File: config.mk
export PLATFORM = sky130hd
export DESIGN_NAME = wdt_top
export DESIGN_NICKNAME = d
export VERILOG_FILES = /design/src/design/wdt_pkg.sv /design/src/design/wdt_top.sv
export VERILOG_INCLUDE_DIRS = /design/src /design/src/design
export SDC_FILE = /design/constraint.sdc
export NUM_CORES = 1
export LEC_CHECK = 0
export ABC_CLOCK_PERIOD_IN_PS = 3100
export CORE_MARGIN = 5
export CORE_UTILIZATION = 50
export DETAILED_ROUTE_END_ITERATION = 10
export DONT_BUFFER_PORTS = 1
export PLACE_DENSITY = 0.73
export SETUP_SLACK_MARGIN = 0.2
export SLEW_MARGIN = 10
export SYNTH_ARGS = -nofsm -noshare
export SYNTH_HDL_FRONTEND = slang
export SYNTH_SLANG_ARGS = --single-unit
File: constraint.sdc
create_clock -name sys_clk -period 3.1 [get_ports sys_clk]
set_input_delay 0.62 -clock sys_clk [delete_from_list [all_inputs] [get_ports sys_clk]]
set_output_delay 0.62 -clock sys_clk [all_outputs]
set_load 0.005 [all_outputs]
File: src/design/wdt_params.svh
`ifndef WDT_PARAMS_SVH
`define WDT_PARAMS_SVH
// Register byte addresses on the AXI4-Lite slave.
`define WDT_ADDR_CTRL 8'h00
`define WDT_ADDR_SEL 8'h04
`define WDT_ADDR_KEY 8'h08
`define WDT_ADDR_IRQEN 8'h0C
`define WDT_ADDR_STAT 8'h10
`define WDT_ADDR_ICLR 8'h14
`define WDT_ADDR_IEN 8'h18
// Control register bit positions.
`define WDT_BIT_RESTART 0
`define WDT_BIT_RST_EN 1
`define WDT_BIT_CAUSE 2
`define WDT_BIT_TIMEOUT 3
// Extended interrupt enable bit for the watchdog.
`define WDT_BIT_DOG_IRQ_EN 4
// Timed access unlock key bytes.
`define WDT_KEY_FIRST 8'hAA
`define WDT_KEY_SECOND 8'h55
// Cycles the unlock stays open after the second key byte.
`define WDT_UNLOCK_WINDOW 3'h4
// Interval exponents for select codes 00..11.
`define WDT_EXP_0 17
`define WDT_EXP_1 20
`define WDT_EXP_2 23
`define WDT_EXP_3 26
// Clocks from time-out to reset, and machine cycle length in clocks.
`define WDT_RESET_DELAY 512
`define WDT_CLK_PER_MCYCLE 4
`define WDT_RESET_MCYCLES 2
`define WDT_SEL_RESET 2'h0
`endif

File: src/design/wdt_pkg.sv
package wdt_pkg;
    typedef enum logic [2:0]
    {
        WDT_RUN = 3'b001,
        WDT_GRACE = 3'b010,
        WDT_RESET = 3'b100
    } wdt_state_t;
endpackage

File: src/design/wdt_top.sv
`timescale 1ns/1ps
`include "wdt_params.svh"
// Functional notes
// - Interval select 00/01/10/11 gives 2^17, 2^20, 2^23, 2^26 clocks.
// - Each elapsed interval sets the timeout flag, control bit 3.
// - 512 clocks after time-out, reset fires if enabled and no restart came.
// - Watchdog reset lasts two machine cycles and sets the reset-cause flag.
// - Writing 1 to restart clears and restarts the count; bit self-clears.
// - Watchdog interrupt dog_irq requested only with timeout flag, dog irq enable and global enable.
// - Timeout flag cleared by software write or by any reset.
// - Reset-cause flag stays until software clears it; power-on or power-fail reset clears it.
// - With reset enable at 0 the watchdog never touches the reset-cause flag.
// - Reset enable low disables only the reset; counting and flagging go on.
// - Power-on or power-fail reset disables the watchdog timer.
// - Watchdog's own reset does not disable it; count restarts from zero.
// - Interval select resets to the shortest setting, 2^17 clocks.
// - Protected bits change only after the AAh then 55h key writes.
// - Timeout flag sets again after every further full interval.
// - Interrupt and reset paths are controlled independently.
module wdt_top import wdt_pkg::*; #(
    parameter int CNT_W = 27,
    parameter int EXP_0 = `WDT_EXP_0,
    parameter int EXP_1 = `WDT_EXP_1,
    parameter int EXP_2 = `WDT_EXP_2,
    parameter int EXP_3 = `WDT_EXP_3,
    parameter int RESET_DELAY = `WDT_RESET_DELAY
)
(
    // Clock, reset and enable.
    input wire logic sys_clk,
    input wire logic rst_n,
    input wire logic clk_en,
    // Power-fail reset pulse and processor global interrupt enable.
    input wire logic power_fail_rst,
    input wire logic global_irq_enable,
    // AXI4-Lite write address.
    input wire logic [7:0] s_axi_awaddr,
    input wire logic s_axi_awvalid,
    output logic s_axi_awready,
    // AXI4-Lite write data.
    input wire logic [31:0] s_axi_wdata,
    input wire logic [3:0] s_axi_wstrb,
    input wire logic s_axi_wvalid,
    output logic s_axi_wready,
    // AXI4-Lite write response.
    output logic [1:0] s_axi_bresp,
    output logic s_axi_bvalid,
    input wire logic s_axi_bready,
    // AXI4-Lite read address.
    input wire logic [7:0] s_axi_araddr,
    input wire logic s_axi_arvalid,
    output logic s_axi_arready,
    // AXI4-Lite read data.
    output logic [31:0] s_axi_rdata,
    output logic [1:0] s_axi_rresp,
    output logic s_axi_rvalid,
    input wire logic s_axi_rready,
    // Outputs to the system.
    output logic dog_irq,
    output logic dog_sys_reset,
    output logic irq
);
    localparam logic [1:0] RESP_OKAY = 2'h0;
    localparam logic [1:0] RESP_SLVERR = 2'h2;
    localparam int RST_CYC = `WDT_CLK_PER_MCYCLE * `WDT_RESET_MCYCLES;

    function automatic logic [CNT_W-1:0] interval_of(input logic [1:0] sel);
        logic [CNT_W-1:0] one;
        one = {{(CNT_W-1){1'b0}}, 1'b1};
        case (sel)
            2'h0: interval_of = one << EXP_0;
            2'h1: interval_of = one << EXP_1;
            2'h2: interval_of = one << EXP_2;
            default: interval_of = one << EXP_3;
        endcase
    endfunction

    function automatic logic addr_hit(input logic [7:0] a, input logic [7:0] reg_addr);
        addr_hit = (a[7:2] == reg_addr[7:2]);
    endfunction

    // Register state.
    logic enabled_r;
    logic [1:0] interval_sel_r;
    logic dog_reset_enable_r;
    logic timeout_flag_r;
    logic dog_reset_cause_flag_r;
    logic dog_restart_r;
    logic dog_irq_enable_r;
    logic key_first_seen_r;
    logic [2:0] unlock_cnt_r;
    logic [CNT_W-1:0] count_r;
    logic [9:0] grace_cnt_r;
    logic [3:0] rst_cnt_r;
    wdt_state_t state_r;
    wdt_state_t state_nxt;
    logic [3:0] ev_status_r;
    logic [3:0] ev_enable_r;

    // Bus handshake state.
    logic aw_held_r;
    logic w_held_r;
    logic [7:0] awaddr_r;
    logic [31:0] wdata_r;
    logic [3:0] wstrb_r;
    logic bvalid_r;
    logic [1:0] bresp_r;
    logic rvalid_r;
    logic [31:0] rdata_r;
    logic [1:0] rresp_r;

    // Write decode.
    wire aw_take = s_axi_awvalid && s_axi_awready;
    wire w_take = s_axi_wvalid && s_axi_wready;
    wire aw_have = aw_held_r || aw_take;
    wire w_have = w_held_r || w_take;
    wire [7:0] wr_addr = aw_held_r ? awaddr_r : s_axi_awaddr;
    wire [31:0] wr_data = w_held_r ? wdata_r : s_axi_wdata;
    wire [3:0] wr_strb = w_held_r ? wstrb_r : s_axi_wstrb;
    wire wr_fire = clk_en && aw_have && w_have && !bvalid_r;
    wire wr_lane0 = wr_fire && wr_strb[0];
    wire wr_ctrl = wr_lane0 && addr_hit(wr_addr, `WDT_ADDR_CTRL);
    wire wr_sel = wr_lane0 && addr_hit(wr_addr, `WDT_ADDR_SEL);
    wire wr_key = wr_lane0 && addr_hit(wr_addr, `WDT_ADDR_KEY);
    wire wr_irqen = wr_lane0 && addr_hit(wr_addr, `WDT_ADDR_IRQEN);
    wire wr_iclr = wr_lane0 && addr_hit(wr_addr, `WDT_ADDR_ICLR);
    wire wr_ien = wr_lane0 && addr_hit(wr_addr, `WDT_ADDR_IEN);
    wire wr_mapped = addr_hit(wr_addr, `WDT_ADDR_CTRL) || addr_hit(wr_addr, `WDT_ADDR_SEL)
        || addr_hit(wr_addr, `WDT_ADDR_KEY) || addr_hit(wr_addr, `WDT_ADDR_IRQEN)
        || addr_hit(wr_addr, `WDT_ADDR_STAT) || addr_hit(wr_addr, `WDT_ADDR_ICLR)
        || addr_hit(wr_addr, `WDT_ADDR_IEN);

    // Timed access: the unlock is a short count that runs out on its own.
    wire unlocked = (unlock_cnt_r != 3'h0);
    wire prot_wr = wr_ctrl && unlocked;
    wire restart_req = prot_wr && wr_data[`WDT_BIT_RESTART];

    // Counter and time-out.
    wire [CNT_W-1:0] interval = interval_of(interval_sel_r);
    wire timeout_tick = enabled_r && (count_r == interval - 1'b1);
    wire grace_done = (grace_cnt_r == 10'(RESET_DELAY - 1));
    wire fire_reset = (state_r == WDT_GRACE) && grace_done && dog_reset_enable_r
        && !restart_req;
    wire rst_done = (rst_cnt_r == 4'(RST_CYC - 1));

    always_comb
    begin
        state_nxt = state_r;
        case (state_r)
            WDT_RUN:
                if (timeout_tick && !restart_req)
                    state_nxt = WDT_GRACE;
            WDT_GRACE:
                if (restart_req)
                    state_nxt = WDT_RUN;
                else if (fire_reset)
                    state_nxt = WDT_RESET;
                else if (grace_done)
                    state_nxt = WDT_RUN;
            WDT_RESET:
                if (rst_done)
                    state_nxt = WDT_RUN;
            default:
                state_nxt = WDT_RUN;
        endcase
    end

    // Watchdog core.
    always_ff @(posedge sys_clk or negedge rst_n)
    begin
        if (!rst_n)
        begin
            enabled_r <= 1'b0;
            state_r <= WDT_RUN;
            count_r <= '0;
            grace_cnt_r <= 10'h000;
            rst_cnt_r <= 4'h0;
            timeout_flag_r <= 1'b0;
            dog_reset_cause_flag_r <= 1'b0;
            dog_reset_enable_r <= 1'b0;
            dog_restart_r <= 1'b0;
        end
        else if (clk_en)
        begin
            state_r <= state_nxt;
            dog_restart_r <= 1'b0;
            if (power_fail_rst)
            begin
                enabled_r <= 1'b0;
                state_r <= WDT_RUN;
                count_r <= '0;
                timeout_flag_r <= 1'b0;
                dog_reset_cause_flag_r <= 1'b0;
                dog_reset_enable_r <= 1'b0;
            end
            else
            begin
                if (restart_req || state_r == WDT_RESET)
                    count_r <= '0;
                else if (timeout_tick)
                    count_r <= '0;
                else if (enabled_r)
                    count_r <= count_r + 1'b1;
                if (restart_req)
                begin
                    enabled_r <= 1'b1;
                    dog_restart_r <= 1'b1;
                end
                grace_cnt_r <= (state_r == WDT_GRACE) ? grace_cnt_r + 10'h001 : 10'h000;
                rst_cnt_r <= (state_r == WDT_RESET) ? rst_cnt_r + 4'h1 : 4'h0;
                if (timeout_tick)
                    timeout_flag_r <= 1'b1;
                else if (state_r == WDT_RESET)
                    timeout_flag_r <= 1'b0;
                else if (prot_wr && !wr_data[`WDT_BIT_TIMEOUT])
                    timeout_flag_r <= 1'b0;
                if (fire_reset)
                    dog_reset_cause_flag_r <= 1'b1;
                else if (wr_ctrl && !wr_data[`WDT_BIT_CAUSE])
                    dog_reset_cause_flag_r <= 1'b0;
                if (prot_wr)
                    dog_reset_enable_r <= wr_data[`WDT_BIT_RST_EN];
            end
        end
    end

    // Unlock sequence, select, enables and event status.
    always_ff @(posedge sys_clk or negedge rst_n)
    begin
        if (!rst_n)
        begin
            key_first_seen_r <= 1'b0;
            unlock_cnt_r <= 3'h0;
            interval_sel_r <= `WDT_SEL_RESET;
            dog_irq_enable_r <= 1'b0;
            ev_status_r <= 4'h0;
            ev_enable_r <= 4'h0;
        end
        else if (clk_en)
        begin
            if (wr_key)
            begin
                key_first_seen_r <= (wr_data[7:0] == `WDT_KEY_FIRST);
                if (key_first_seen_r && wr_data[7:0] == `WDT_KEY_SECOND)
                    unlock_cnt_r <= `WDT_UNLOCK_WINDOW;
            end
            else if (unlocked)
                unlock_cnt_r <= unlock_cnt_r - 3'h1;
            if (wr_sel)
                interval_sel_r <= wr_data[1:0];
            if (wr_irqen)
                dog_irq_enable_r <= wr_data[`WDT_BIT_DOG_IRQ_EN];
            if (wr_ien)
                ev_enable_r <= wr_data[3:0];
            // Set wins over a simultaneous clear.
            ev_status_r <= (ev_status_r & ~(wr_iclr ? wr_data[3:0] : 4'h0))
                | {restart_req, state_r == WDT_GRACE && state_nxt == WDT_RUN && !restart_req,
                   fire_reset, timeout_tick};
        end
    end

    assign dog_irq = timeout_flag_r && dog_irq_enable_r && global_irq_enable;
    assign dog_sys_reset = (state_r == WDT_RESET);
    assign irq = |(ev_status_r & ev_enable_r);

    // Read decode.
    wire [31:0] ctrl_view = {28'h0000000, timeout_flag_r, dog_reset_cause_flag_r,
        dog_reset_enable_r, dog_restart_r};
    wire [7:0] rd_addr = s_axi_araddr;
    wire rd_mapped = addr_hit(rd_addr, `WDT_ADDR_CTRL) || addr_hit(rd_addr, `WDT_ADDR_SEL)
        || addr_hit(rd_addr, `WDT_ADDR_KEY) || addr_hit(rd_addr, `WDT_ADDR_IRQEN)
        || addr_hit(rd_addr, `WDT_ADDR_STAT) || addr_hit(rd_addr, `WDT_ADDR_ICLR)
        || addr_hit(rd_addr, `WDT_ADDR_IEN);
    wire [31:0] rd_value =
        addr_hit(rd_addr, `WDT_ADDR_CTRL) ? ctrl_view :
        addr_hit(rd_addr, `WDT_ADDR_SEL) ? {30'h00000000, interval_sel_r} :
        addr_hit(rd_addr, `WDT_ADDR_IRQEN) ? {27'h0000000, dog_irq_enable_r, 4'h0} :
        addr_hit(rd_addr, `WDT_ADDR_STAT) ? {28'h0000000, ev_status_r} :
        addr_hit(rd_addr, `WDT_ADDR_IEN) ? {28'h0000000, ev_enable_r} :
        32'h00000000;

    // Readies drop while frozen, so no request is accepted that the halted logic would lose.
    assign s_axi_awready = clk_en && !aw_held_r && !bvalid_r;
    assign s_axi_wready = clk_en && !w_held_r && !bvalid_r;
    assign s_axi_bvalid = bvalid_r;
    assign s_axi_bresp = bresp_r;
    assign s_axi_arready = clk_en && !rvalid_r;
    assign s_axi_rvalid = rvalid_r;
    assign s_axi_rdata = rdata_r;
    assign s_axi_rresp = rresp_r;

    // Bus slave handshakes.
    always_ff @(posedge sys_clk or negedge rst_n)
    begin
        if (!rst_n)
        begin
            aw_held_r <= 1'b0;
            w_held_r <= 1'b0;
            awaddr_r <= 8'h00;
            wdata_r <= 32'h00000000;
            wstrb_r <= 4'h0;
            bvalid_r <= 1'b0;
            bresp_r <= RESP_OKAY;
            rvalid_r <= 1'b0;
            rdata_r <= 32'h00000000;
            rresp_r <= RESP_OKAY;
        end
        else if (clk_en)
        begin
            if (wr_fire)
            begin
                aw_held_r <= 1'b0;
                w_held_r <= 1'b0;
                bvalid_r <= 1'b1;
                bresp_r <= wr_mapped ? RESP_OKAY : RESP_SLVERR;
            end
            else
            begin
                if (aw_take)
                begin
                    aw_held_r <= 1'b1;
                    awaddr_r <= s_axi_awaddr;
                end
                if (w_take)
                begin
                    w_held_r <= 1'b1;
                    wdata_r <= s_axi_wdata;
                    wstrb_r <= s_axi_wstrb;
                end
                if (bvalid_r && s_axi_bready)
                    bvalid_r <= 1'b0;
            end
            if (s_axi_arvalid && !rvalid_r)
            begin
                rvalid_r <= 1'b1;
                rdata_r <= rd_value;
                rresp_r <= rd_mapped ? RESP_OKAY : RESP_SLVERR;
            end
            else if (rvalid_r && s_axi_rready)
                rvalid_r <= 1'b0;
        end
    end
endmodule // wdt_top

==> impl_metrics.py, run 1 <==
metrics = {
    "outcome": {
        "outcome": "finished clean",
    },
    "timing": {
        "fmax_mhz": 360,
        "tightest_slew_ns": 0.627,
        "finalMaxSlewViolations": 0,
        "rsz0062_at_grt": "false",
        "setup_viol": 0,
        "fin_crit_sh_pct": 89.6,
        "tns_ns": 0,
        "relSlewSlack_pct": 58.1,
        "finalHoldViolCount": 0,
        "setup_slack_ns": 0.322,
        "fin_crit_ns": 2.78,
        "finClkSkew_ns": 0.0153,
    },
    "job": {
        "maxCapViolCount": 0,
    },
    "setup_path": {
        "crit_path_end_kind": "flop",
        "crit_required_ns": 3.36,
        "path_cells": "nor4b_1 > o22ai_2 > nor4_4 > o31ai_4 > buf_4 > a221o_1",
        "worst-path-max-fanout": 17,
        "crit_path_top_delay_cell": "nor4_4",
        "cp-startpoint": "aw_held_r$_DFFE_PN0P_",
        "ff2ff_path_depth": 6,
        "path_delay_family": "simple AND/OR/NAND/NOR gates",
        "arrival_ns": 3.04,
        "ff2ff_setup_slack_ns": 0.32,
        "cp-start-kind": "flop",
        "rr_endpoint": "count_r[11]$_DFFE_PN0P_",
        "cp_num_buf_inv": 1,
        "r2r_start": "aw_held_r$_DFFE_PN0P_",
        "worstSetupPathType": "flop to flop",
        "path_depth": 6,
        "critPathMaxStageDelay_ns": 0.59,
    },
    "logic_synthesis": {
        "synth_edf_count": 0,
        "post_synth_num_cell_types": 68,
        "ys_ff_latch": 90,
        "syn_avg_cell_area_um2": 9.24,
        "seq_area_frac_synth_pct": 42.9,
        "ys_warn_count": 0,
        "async_reset_ff_share_pct": 100,
        "synthCells": 568,
        "ys.flop_type": "dfrtp_1",
        "syn_area_um2": 5250,
    },
    "floorplanning": {
        "dieWidth_um": 112,
        "core_um2": 10300,
        "die_area_um2": 12600,
        "die_h_um": 112,
        "io_pins": 106,
        "initial_core_util_pct": 51.1,
        "num_rows": 37,
    },
    "finish": {
        "layout_common_cells": "88 x dfrtp_1, 64 x nand2_1, 48 x nand3_1",
        "diodes": 0,
        "final_nets": 643,
        "stdcell_count": 716,
        "drive_above_1_share_pct": 13.3,
        "mostFrequentLayoutCell": "dfrtp_1",
        "area_growth_pct": 6.96,
    },
    "power_and_ir_drop": {
        "ir_worst_vdd_mv": 0.367,
        "p_per_area_nw_per_um2": 591,
        "leakagePower_uw": 0.00243,
    },
    "placed_design": {
        "post-dp-hpwl_mm": 8.38,
        "dp_cells": 695,
        "gp_congestion": 0.861,
        "dp_slack_ns": 0.299,
        "io_buffer_count": 0,
    },
    "drt": {
        "vias_per_cell": 6.02,
        "drcViolationCount": 0,
        "wire_per_inst_um": 16.5,
        "wl_mm": 11.8,
        "first_iter_violations": 374,
        "ant_nets": 0,
        "via_count": 4308,
        "dr.pass1.iters": 5,
    },
    "global_route": {
        "grt.total_usage_pct": 19.0,
        "first_global_vias": 4123,
        "grt_pass1_wl_mm": 20.0,
        "antenna_found_initial": 0,
        "grt_max_degree": 90,
        "overflow": 0,
    },
    "cts": {
        "cts_made_buffers": 9,
        "clockBufferDepth": 2,
        "cts_tree": "done",
        "clock-sinks": 90,
        "htree_levels": 3,
        "path_clk_slew_ns": 0.10,
        "clk_latency_ns": 0.37,
        "cts_root_buf": "clkbuf_8",
    },
    "hold_path": {
        "worstHoldPathType": "primary input to asynchronous set/reset pin",
    },
}
-- synth_stat cells (3+ instances only) --
cell | n | share of area [%]
dfrtp_1 | 89 | 42
nand2_1 | 64 | 4.6
nand3_1 | 48 | 4.6
o21ai_0 | 43 | 4.1
nor2_1 | 35 | 2.5
buf_4 | 30 | 4.3
mux2_2 | 22 | 4.7
or3_1 | 18 | 2.1
a21oi_1 | 17 | 1.6
inv_1 | 16 | 1.1
o31ai_1 | 13 | 1.9
clkbuf_1 | 12 | 0.86
nor3_1 | 11 | 1.0
mux2i_1 | 9 | 1.7
nor4_1 | 9 | 1.1
a2bb2oi_1 | 8 | 1.3
nand2b_1 | 8 | 0.95
nand4_1 | 8 | 0.95
a31oi_1 | 7 | 0.83
ha_1 | 6 | 1.4
nor2b_1 | 6 | 0.72
a22o_1 | 5 | 0.83
and3_1 | 5 | 0.60
buf_6 | 5 | 1.1
nor3b_1 | 5 | 0.72
or2_2 | 5 | 0.60
a221o_1 | 4 | 0.76
a21o_1 | 3 | 0.43
o41ai_1 | 3 | 0.50
xnor2_1 | 3 | 0.50
-- cells by family (layout without fill, tap and decap cells) --
kind of cell | count (synthesis) | in the layout | share of synthesized area (%)
other | 1 | 29 | 0.0715
and+or+nand+nor | 243 | 244 | 24.6
xor gates and xnor gates | 4 | 4 | 0.668
muxes | 32 | 32 | 6.72
DFF | 90 | 90 | 42.9
adders and majority gates | 6 | 6 | 1.43
AOI/OAI and AO/OA | 125 | 125 | 15.8
buffers and inverters | 67 | 50 | 7.70
-- worst max-delay path by stage --
stage,to,slack (ns)
global placement,count_r[2]$_DFFE_PN0P_,0.32
finish,count_r[11]$_DFFE_PN0P_,0.32
CTS,count_r[2]$_DFFE_PN0P_,0.28
detailed placement,count_r[2]$_DFFE_PN0P_,0.30
floorplan,count_r[11]$_DFFE_PN0P_,0.34
global route,count_r[11]$_DFFE_PN0P_,0.21
-- worst register-to-register path, stage by stage (launching register included) --
cell     delay, ns
dfrtp_2       0.54
nor4b_1       0.48
o22ai_2       0.23
nor4_4        0.59
o31ai_4       0.24
buf_4         0.24
a221o_1       0.35
-- routing by layer --
layer / track usage, % / wire (um)
met3: 4.53 / 737
met5: 0 / 0
met4: 6.81 / 246
met2: 29.4 / 5500
met1: 26.0 / 5340
-- timing repair --
action                                  CTS  global route
endpoints found under the setup margin    0            16
buffers inserted                          0             3
endpoints found under the hold margin    89             0
hold buffers                              1             0
resized for setup                         0             3
-- state kept, by name, summed over array words and instances (netlist names), 2 cells and up --
register,count
count_r,27
state_r,3
unlock_cnt_r,3
ev_status_r,4
interval_sel_r,2
s_axi_rdata,5
ev_enable_r,4
rst_cnt_r,4
awaddr_r,6
grace_cnt_r,10
wdata_r,8
-- area by class of cell --
class,instances,area [um2]
clock buffer,10,128
tap,136,170
multi-input combinational,440,2730
timing repair buffer,18,155
sequential,90,2250
clock inverter,6,114
inverter,16,60.1
fill,916,4660
-- power breakdown --
part	internal, uW	total [uW]	leakage [uW]	switching [uW]
registers	1360	1560	0.00118	192
clock network	539	970	0.000113	432
logic	364	791	0.00114	427
total	2270	3320	0.00243	1050
-- through the flow --
| step | power, uW | util, % | instance area [um2] | hold WS, ns |
|---|---|---|---|---|
| detailed placement | 2330 | 51.5 | 5300 | 0.327 |
| floorplan | 2170 | - | 5350 | 0.324 |
| global route | 3500 | 54.6 | 5610 | 0.0524 |
| CTS | 3320 | 54.2 | 5570 | 0.0640 |
| global placement | 2270 | 51.5 | 5300 | 0.328 |
| finish | 3320 | 54.6 | 5610 | 0.0719 |
No activity file was read; power rests on OpenSTA's default activity.
==> run 2: changes to the inputs <==
--- a/config.mk
+++ b/config.mk
@@ -12,8 +12,10 @@
 export DETAILED_ROUTE_END_ITERATION = 10
 export DONT_BUFFER_PORTS = 1
 export PLACE_DENSITY = 0.73
+export RECOVER_POWER = 25
 export SETUP_SLACK_MARGIN = 0.2
 export SLEW_MARGIN = 10
 export SYNTH_ARGS = -nofsm -noshare
 export SYNTH_HDL_FRONTEND = slang
 export SYNTH_SLANG_ARGS = --single-unit
+export TNS_END_PERCENT = 5
==> impl_metrics.py, run 2 (same netlist as run 1, synthesis figures left out) <==
metrics = {
    "outcome": {
        "outcome": "finished with violations",
        "violations": "max-capacitance violations, max-slew violations",
    },
    "finish": {
        "layout_common_cells": "88 x dfrtp_1, 64 x nand2_1, 48 x nand3_1",
        "diodes": 0,
        "reg_top3": "count_r (27), grace_cnt_r (10), wdata_r (8)",
        "drive_above_1_share_pct": 13.3,
        "area_growth_pct": 6.53,
        "fillers": 919,
        "largest_register_ffs": 27,
        "largest_register": "count_r",
        "final_nets": 643,
        "stdcell_count": 716,
        "finish.utilization_pct": 54.4,
        "mostFrequentLayoutCell": "dfrtp_1",
    },
    "drt": {
        "ant_nets": 0,
        "dr.pass1.iters": 5,
        "first_iter_violations": 375,
        "wire_per_inst_um": 16.5,
        "via_count": 4301,
        "drcViolationCount": 0,
        "vias_per_cell": 6.01,
        "wl_mm": 11.8,
    },
    "power_and_ir_drop": {
        "clkPwrFrac_pct": 29.3,
        "seq_power_share_pct": 47.0,
        "swShare_pct": 31.7,
        "power_uw": 3310,
        "ir_worst_vdd_mv": 0.366,
        "leakagePower_uw": 0.00242,
        "p_sw_uw": 1050,
        "p_int_uw": 2260,
        "p_per_area_nw_per_um2": 593,
        "combPwrFrac_pct": 23.7,
    },
    "setup_path": {
        "worstSetupPathType": "flop to flop",
        "cp-start-kind": "flop",
        "arrival_ns": 3.04,
        "crit_path_end_kind": "flop",
        "worst-path-max-fanout": 17,
        "crit_required_ns": 3.36,
    },
    "cts": {
        "cts_root_buf": "clkbuf_8",
        "cts_made_buffers": 9,
        "htree_levels": 3,
        "cts_tree": "done",
        "path_clk_slew_ns": 0.10,
        "clock-sinks": 90,
        "clk_latency_ns": 0.37,
        "clockBufferDepth": 2,
    },
    "placed_design": {
        "io_buffer_count": 0,
        "dp_slack_ns": 0.299,
        "dp_cells": 695,
        "gp_congestion": 0.861,
        "post-dp-hpwl_mm": 8.38,
    },
    "global_route": {
        "grt_pass1_wl_mm": 20.0,
        "grt.total_usage_pct": 19.0,
        "antenna_found_initial": 0,
        "grt_max_degree": 90,
        "overflow": 0,
        "first_global_vias": 4123,
    },
    "hold_path": {
        "worstHoldPathType": "primary input to asynchronous set/reset pin",
    },
    "timing": {
        "setup_viol": 0,
        "finalHoldViolCount": 0,
        "relSlewSlack_pct": -45.3,
        "fin_crit_sh_pct": 89.6,
        "finClkSkew_ns": 0.0153,
        "finalMaxSlewViolations": 90,
        "tns_ns": 0,
        "fmax_mhz": 360,
        "setup_slack_ns": 0.323,
        "fin_crit_ns": 2.78,
        "tightest_slew_ns": 2.18,
        "rsz0062_at_grt": "false",
    },
    "floorplanning": {
        "dieWidth_um": 112,
        "core_um2": 10300,
        "die_area_um2": 12600,
        "die_h_um": 112,
        "num_rows": 37,
        "io_pins": 106,
        "initial_core_util_pct": 51.1,
    },
    "job": {
        "maxCapViolCount": 1,
    },
}
-- run 2: changes by cell type in the layout (fill, tap and decap cells not counted), sizes merged --
cell,before,now
clkbuf,10,11
buf,18,17
-- run 2: repair_timing --
item | 4_1_cts | 5_1_grt
endpoints found under the setup margin | 0 | 16
hold buffers | 1 | 0
buffers inserted | 0 | 3
hold endpoints to repair | 89 | 0
resized for setup | 0 | 3
-- run 2: power by group through the flow --
stage	combinational [uW]	clock (uW)	sequential (uW)
2_1_floorplan	671	0	1500
3_3_place_gp	716	0	1550
3_5_place_dp	753	0	1570
4_1_cts	783	985	1550
5_1_grt	876	1030	1590
6_report	787	971	1560
-- run 2: worst paths after layout --
check	from	to	slack, ns	depth (start not counted)
hold / removal	rst_n	state_r[0]$_DFFE_PN1P_	0.07	0
setup / recovery	aw_held_r$_DFFE_PN0P_	count_r[11]$_DFFE_PN0P_	0.32	6
max in group asynchronous	rst_n	aw_held_r$_DFFE_PN0P_	0.80	1
setup reg to reg	aw_held_r$_DFFE_PN0P_	count_r[11]$_DFFE_PN0P_	0.32	6
hold reg to reg	rst_cnt_r[3]$_DFFE_PN0P_	rst_cnt_r[3]$_DFFE_PN0P_	0.50	1
min in group sys_clk	clk_en	enabled_r$_DFFE_PN0P_	0.33	1
-- run 2: worst max-delay path, cell delays in order (launching register included) --
cell     delay, ns
dfrtp_2       0.54
nor4b_1       0.48
o22ai_2       0.23
nor4_4        0.59
o31ai_4       0.24
buf_4         0.24
a221o_1       0.35
-- run 2: layer usage --
metal / share of wire [%] / GRT usage, % / up-vias
li1: - / - / 2046
met1: 45 / 26.0 / 2109
met2: 47 / 29.4 / 127
met3: 6.1 / 4.53 / 19
met4: 2.0 / 6.81 / 0
met5: 0 / 0 / -
-- run 2: stage by stage --
stage	hold WS (ns)	area, um2
finish	0.0716	5590
global placement	0.328	5300
global route	0.0523	5590
floorplan	0.324	5350
detailed placement	0.327	5300
CTS	0.0640	5570
-- run 2: final cells by class --
| class | instances | area, um2 | area share [%] |
|---|---|---|---|
| multi-input combinational | 440 | 2730 | 48.9 |
| inverter | 16 | 60.1 | 1.07 |
| timing repair buffer | 18 | 133 | 2.37 |
| tap | 136 | 170 | 3.04 |
| clock buffer | 10 | 128 | 2.28 |
| sequential | 90 | 2250 | 40.3 |
| clock inverter | 6 | 114 | 2.04 |
==> run 3: changes to the inputs <==
--- a/config.mk
+++ b/config.mk
@@ -7,6 +7,7 @@
 export NUM_CORES = 1
 export LEC_CHECK = 0
 export ABC_CLOCK_PERIOD_IN_PS = 3100
+export CORE_ASPECT_RATIO = 0.5
 export CORE_MARGIN = 5
 export CORE_UTILIZATION = 50
 export DETAILED_ROUTE_END_ITERATION = 10
==> impl_metrics.py, run 3 (same netlist as run 1, synthesis figures left out) <==
metrics = {
    "cts": {
        "path_clk_slew_ns": 0.06,
        "clock-sinks": 90,
        "clk_latency_ns": 0.34,
        "cts_root_buf": "clkbuf_16",
        "clockBufferDepth": 2,
        "htree_levels": 3,
        "cts_made_buffers": 9,
        "cts_tree": "done",
    },
    "finish": {
        "layout_common_cells": "88 x dfrtp_1, 64 x nand2_1, 48 x nand3_1",
        "fin_area_um2": 5620,
        "largest_register_ffs": 27,
        "stdcell_count": 714,
        "area_growth_pct": 7.08,
        "multi_input_area_um2": 2730,
        "reg_top3": "count_r (27), grace_cnt_r (10), wdata_r (8)",
        "drive_above_1_share_pct": 12.7,
        "finish.utilization_pct": 55.0,
        "mostFrequentLayoutCell": "dfrtp_1",
        "diodes": 0,
        "fillers": 905,
        "final_nets": 637,
        "regArea_um2": 2250,
        "largest_register": "count_r",
    },
    "setup_path": {
        "crit_required_ns": 3.32,
        "cp-start-kind": "flop",
        "crit_path_top_delay_cell": "a2111oi_2",
        "path_cells": "or2_2 > ha_1 > or3_1 > a2111oi_2 > nand4b_2 > or4b_4 > nor4_1 > a221o_1",
        "critPathMaxStageDelay_ns": 0.47,
        "worst-path-max-fanout": 12,
        "arrival_ns": 3.04,
        "worstSetupPathType": "flop to flop",
        "crit_path_end_kind": "flop",
    },
    "placed_design": {
        "post-dp-hpwl_mm": 8.13,
        "dp_cells": 695,
        "gp_congestion": 0.830,
        "io_buffer_count": 0,
        "place_area_um2": 5270,
    },
    "drt": {
        "via_count": 4200,
        "wire_per_inst_um": 16.2,
        "ant_nets": 0,
        "first_iter_violations": 218,
        "drcViolationCount": 0,
        "vias_per_cell": 5.88,
        "dr.pass1.iters": 5,
        "wl_mm": 11.5,
    },
    "power_and_ir_drop": {
        "ir_worst_vdd_mv": 0.478,
        "leakagePower_uw": 0.00244,
        "p_per_area_nw_per_um2": 612,
        "power_uw": 3440,
    },
    "floorplanning": {
        "io_pins": 106,
        "initial_core_util_pct": 51.4,
        "dieWidth_um": 155,
        "core_um2": 10200,
        "num_rows": 26,
        "die_area_um2": 12800,
        "die_h_um": 82.4,
    },
    "global_route": {
        "overflow": 0,
        "grt.total_usage_pct": 19.0,
        "antenna_found_initial": 0,
        "first_global_vias": 3935,
        "grt_max_degree": 90,
        "grt_pass1_wl_mm": 19.6,
    },
    "timing": {
        "tightest_slew_ns": 2.20,
        "tns_ns": 0,
        "finClkSkew_ns": 0.00708,
        "finalHoldViolCount": 0,
        "fin_crit_sh_pct": 91.0,
        "setup_viol": 0,
        "rsz0062_at_grt": "false",
        "relSlewSlack_pct": -46.6,
        "finalMaxSlewViolations": 90,
        "fmax_mhz": 355,
        "fin_crit_ns": 2.82,
    },
    "job": {
        "maxCapViolCount": 1,
    },
    "outcome": {
        "outcome": "finished with violations",
        "violations": "max-capacitance violations, max-slew violations",
    },
    "hold_path": {
        "worstHoldPathType": "primary input to asynchronous set/reset pin",
    },
}
-- run 3: cell types whose count changed in the layout (fill, tap and decap cells not counted), sizes merged --
| cell | change |
|---|---|
| bufinv | -2 |
| buf | -6 |
| clkinvlp | -1 |
| clkbuf | +1 |
| clkinv | +2 |
-- run 3: path summary, 6_finish.rpt --
check	start	end	slack (ns)	depth (start not counted)
worst min-delay path	rst_n	state_r[0]$_DFFE_PN1P_	0.12	0
worst min register to register	rst_cnt_r[3]$_DFFE_PN0P_	rst_cnt_r[3]$_DFFE_PN0P_	0.49	1
min in group sys_clk	clk_en	enabled_r$_DFFE_PN0P_	0.37	1
worst max-delay path	interval_sel_r[1]$_DFFE_PN0P_	count_r[11]$_DFFE_PN0P_	0.28	8
max in group asynchronous	rst_n	aw_held_r$_DFFE_PN0P_	0.73	1
worst max register to register	interval_sel_r[1]$_DFFE_PN0P_	count_r[11]$_DFFE_PN0P_	0.28	8
-- run 3: report_power, final --
part	total (uW)	internal (uW)	switching, uW
clock	1120	671	450
sequential	1550	1370	185
combinational	764	350	414
total	3440	2390	1050
-- run 3: repair_timing --
| item | CTS | global route |
|---|---|---|
| endpoints found under the setup margin | 1 | 24 |
| setup buffers | 0 | 1 |
| resized for setup | 0 | 4 |
| pin swaps | 0 | 1 |
| hold buffers | 1 | 0 |
| hold endpoints to repair | 89 | 0 |
| gates cloned | 1 | 0 |
-- run 3: critical path: cells and delay by family (launching register included) --
family	cells	cell delay, ns
simple gates	5	1.38
compound gates	2	0.73
fa+ha+maj	1	0.21
flops	1	0.37
-- run 3: through the flow --
step           setup WS (ns)  hold WS, ns
3_5_place_dp           0.206        0.331
2_1_floorplan          0.338        0.324
3_3_place_gp           0.277        0.331
4_1_cts                0.264        0.108
6_report               0.279        0.120
5_1_grt                0.216       0.0998
-- run 3: per-layer routing --
layer	track usage [%]	routed length [um]	vias to the layer above
met2	31.2	5290	123
met3	5.00	775	15
met5	0	0	-
li1	-	-	2029
met1	25.3	5350	2033
met4	5.02	123	0
-- run 3: area by class of cell --
| type | instances | area share, % |
|---|---|---|
| clock buffer | 11 | 4.50 |
| clock inverter | 5 | 1.07 |
| inverter | 16 | 1.07 |
| multi-input combinational | 440 | 48.6 |
| sequential | 90 | 40.1 |
| tap | 140 | 3.12 |
| timing repair buffer | 12 | 1.56 |
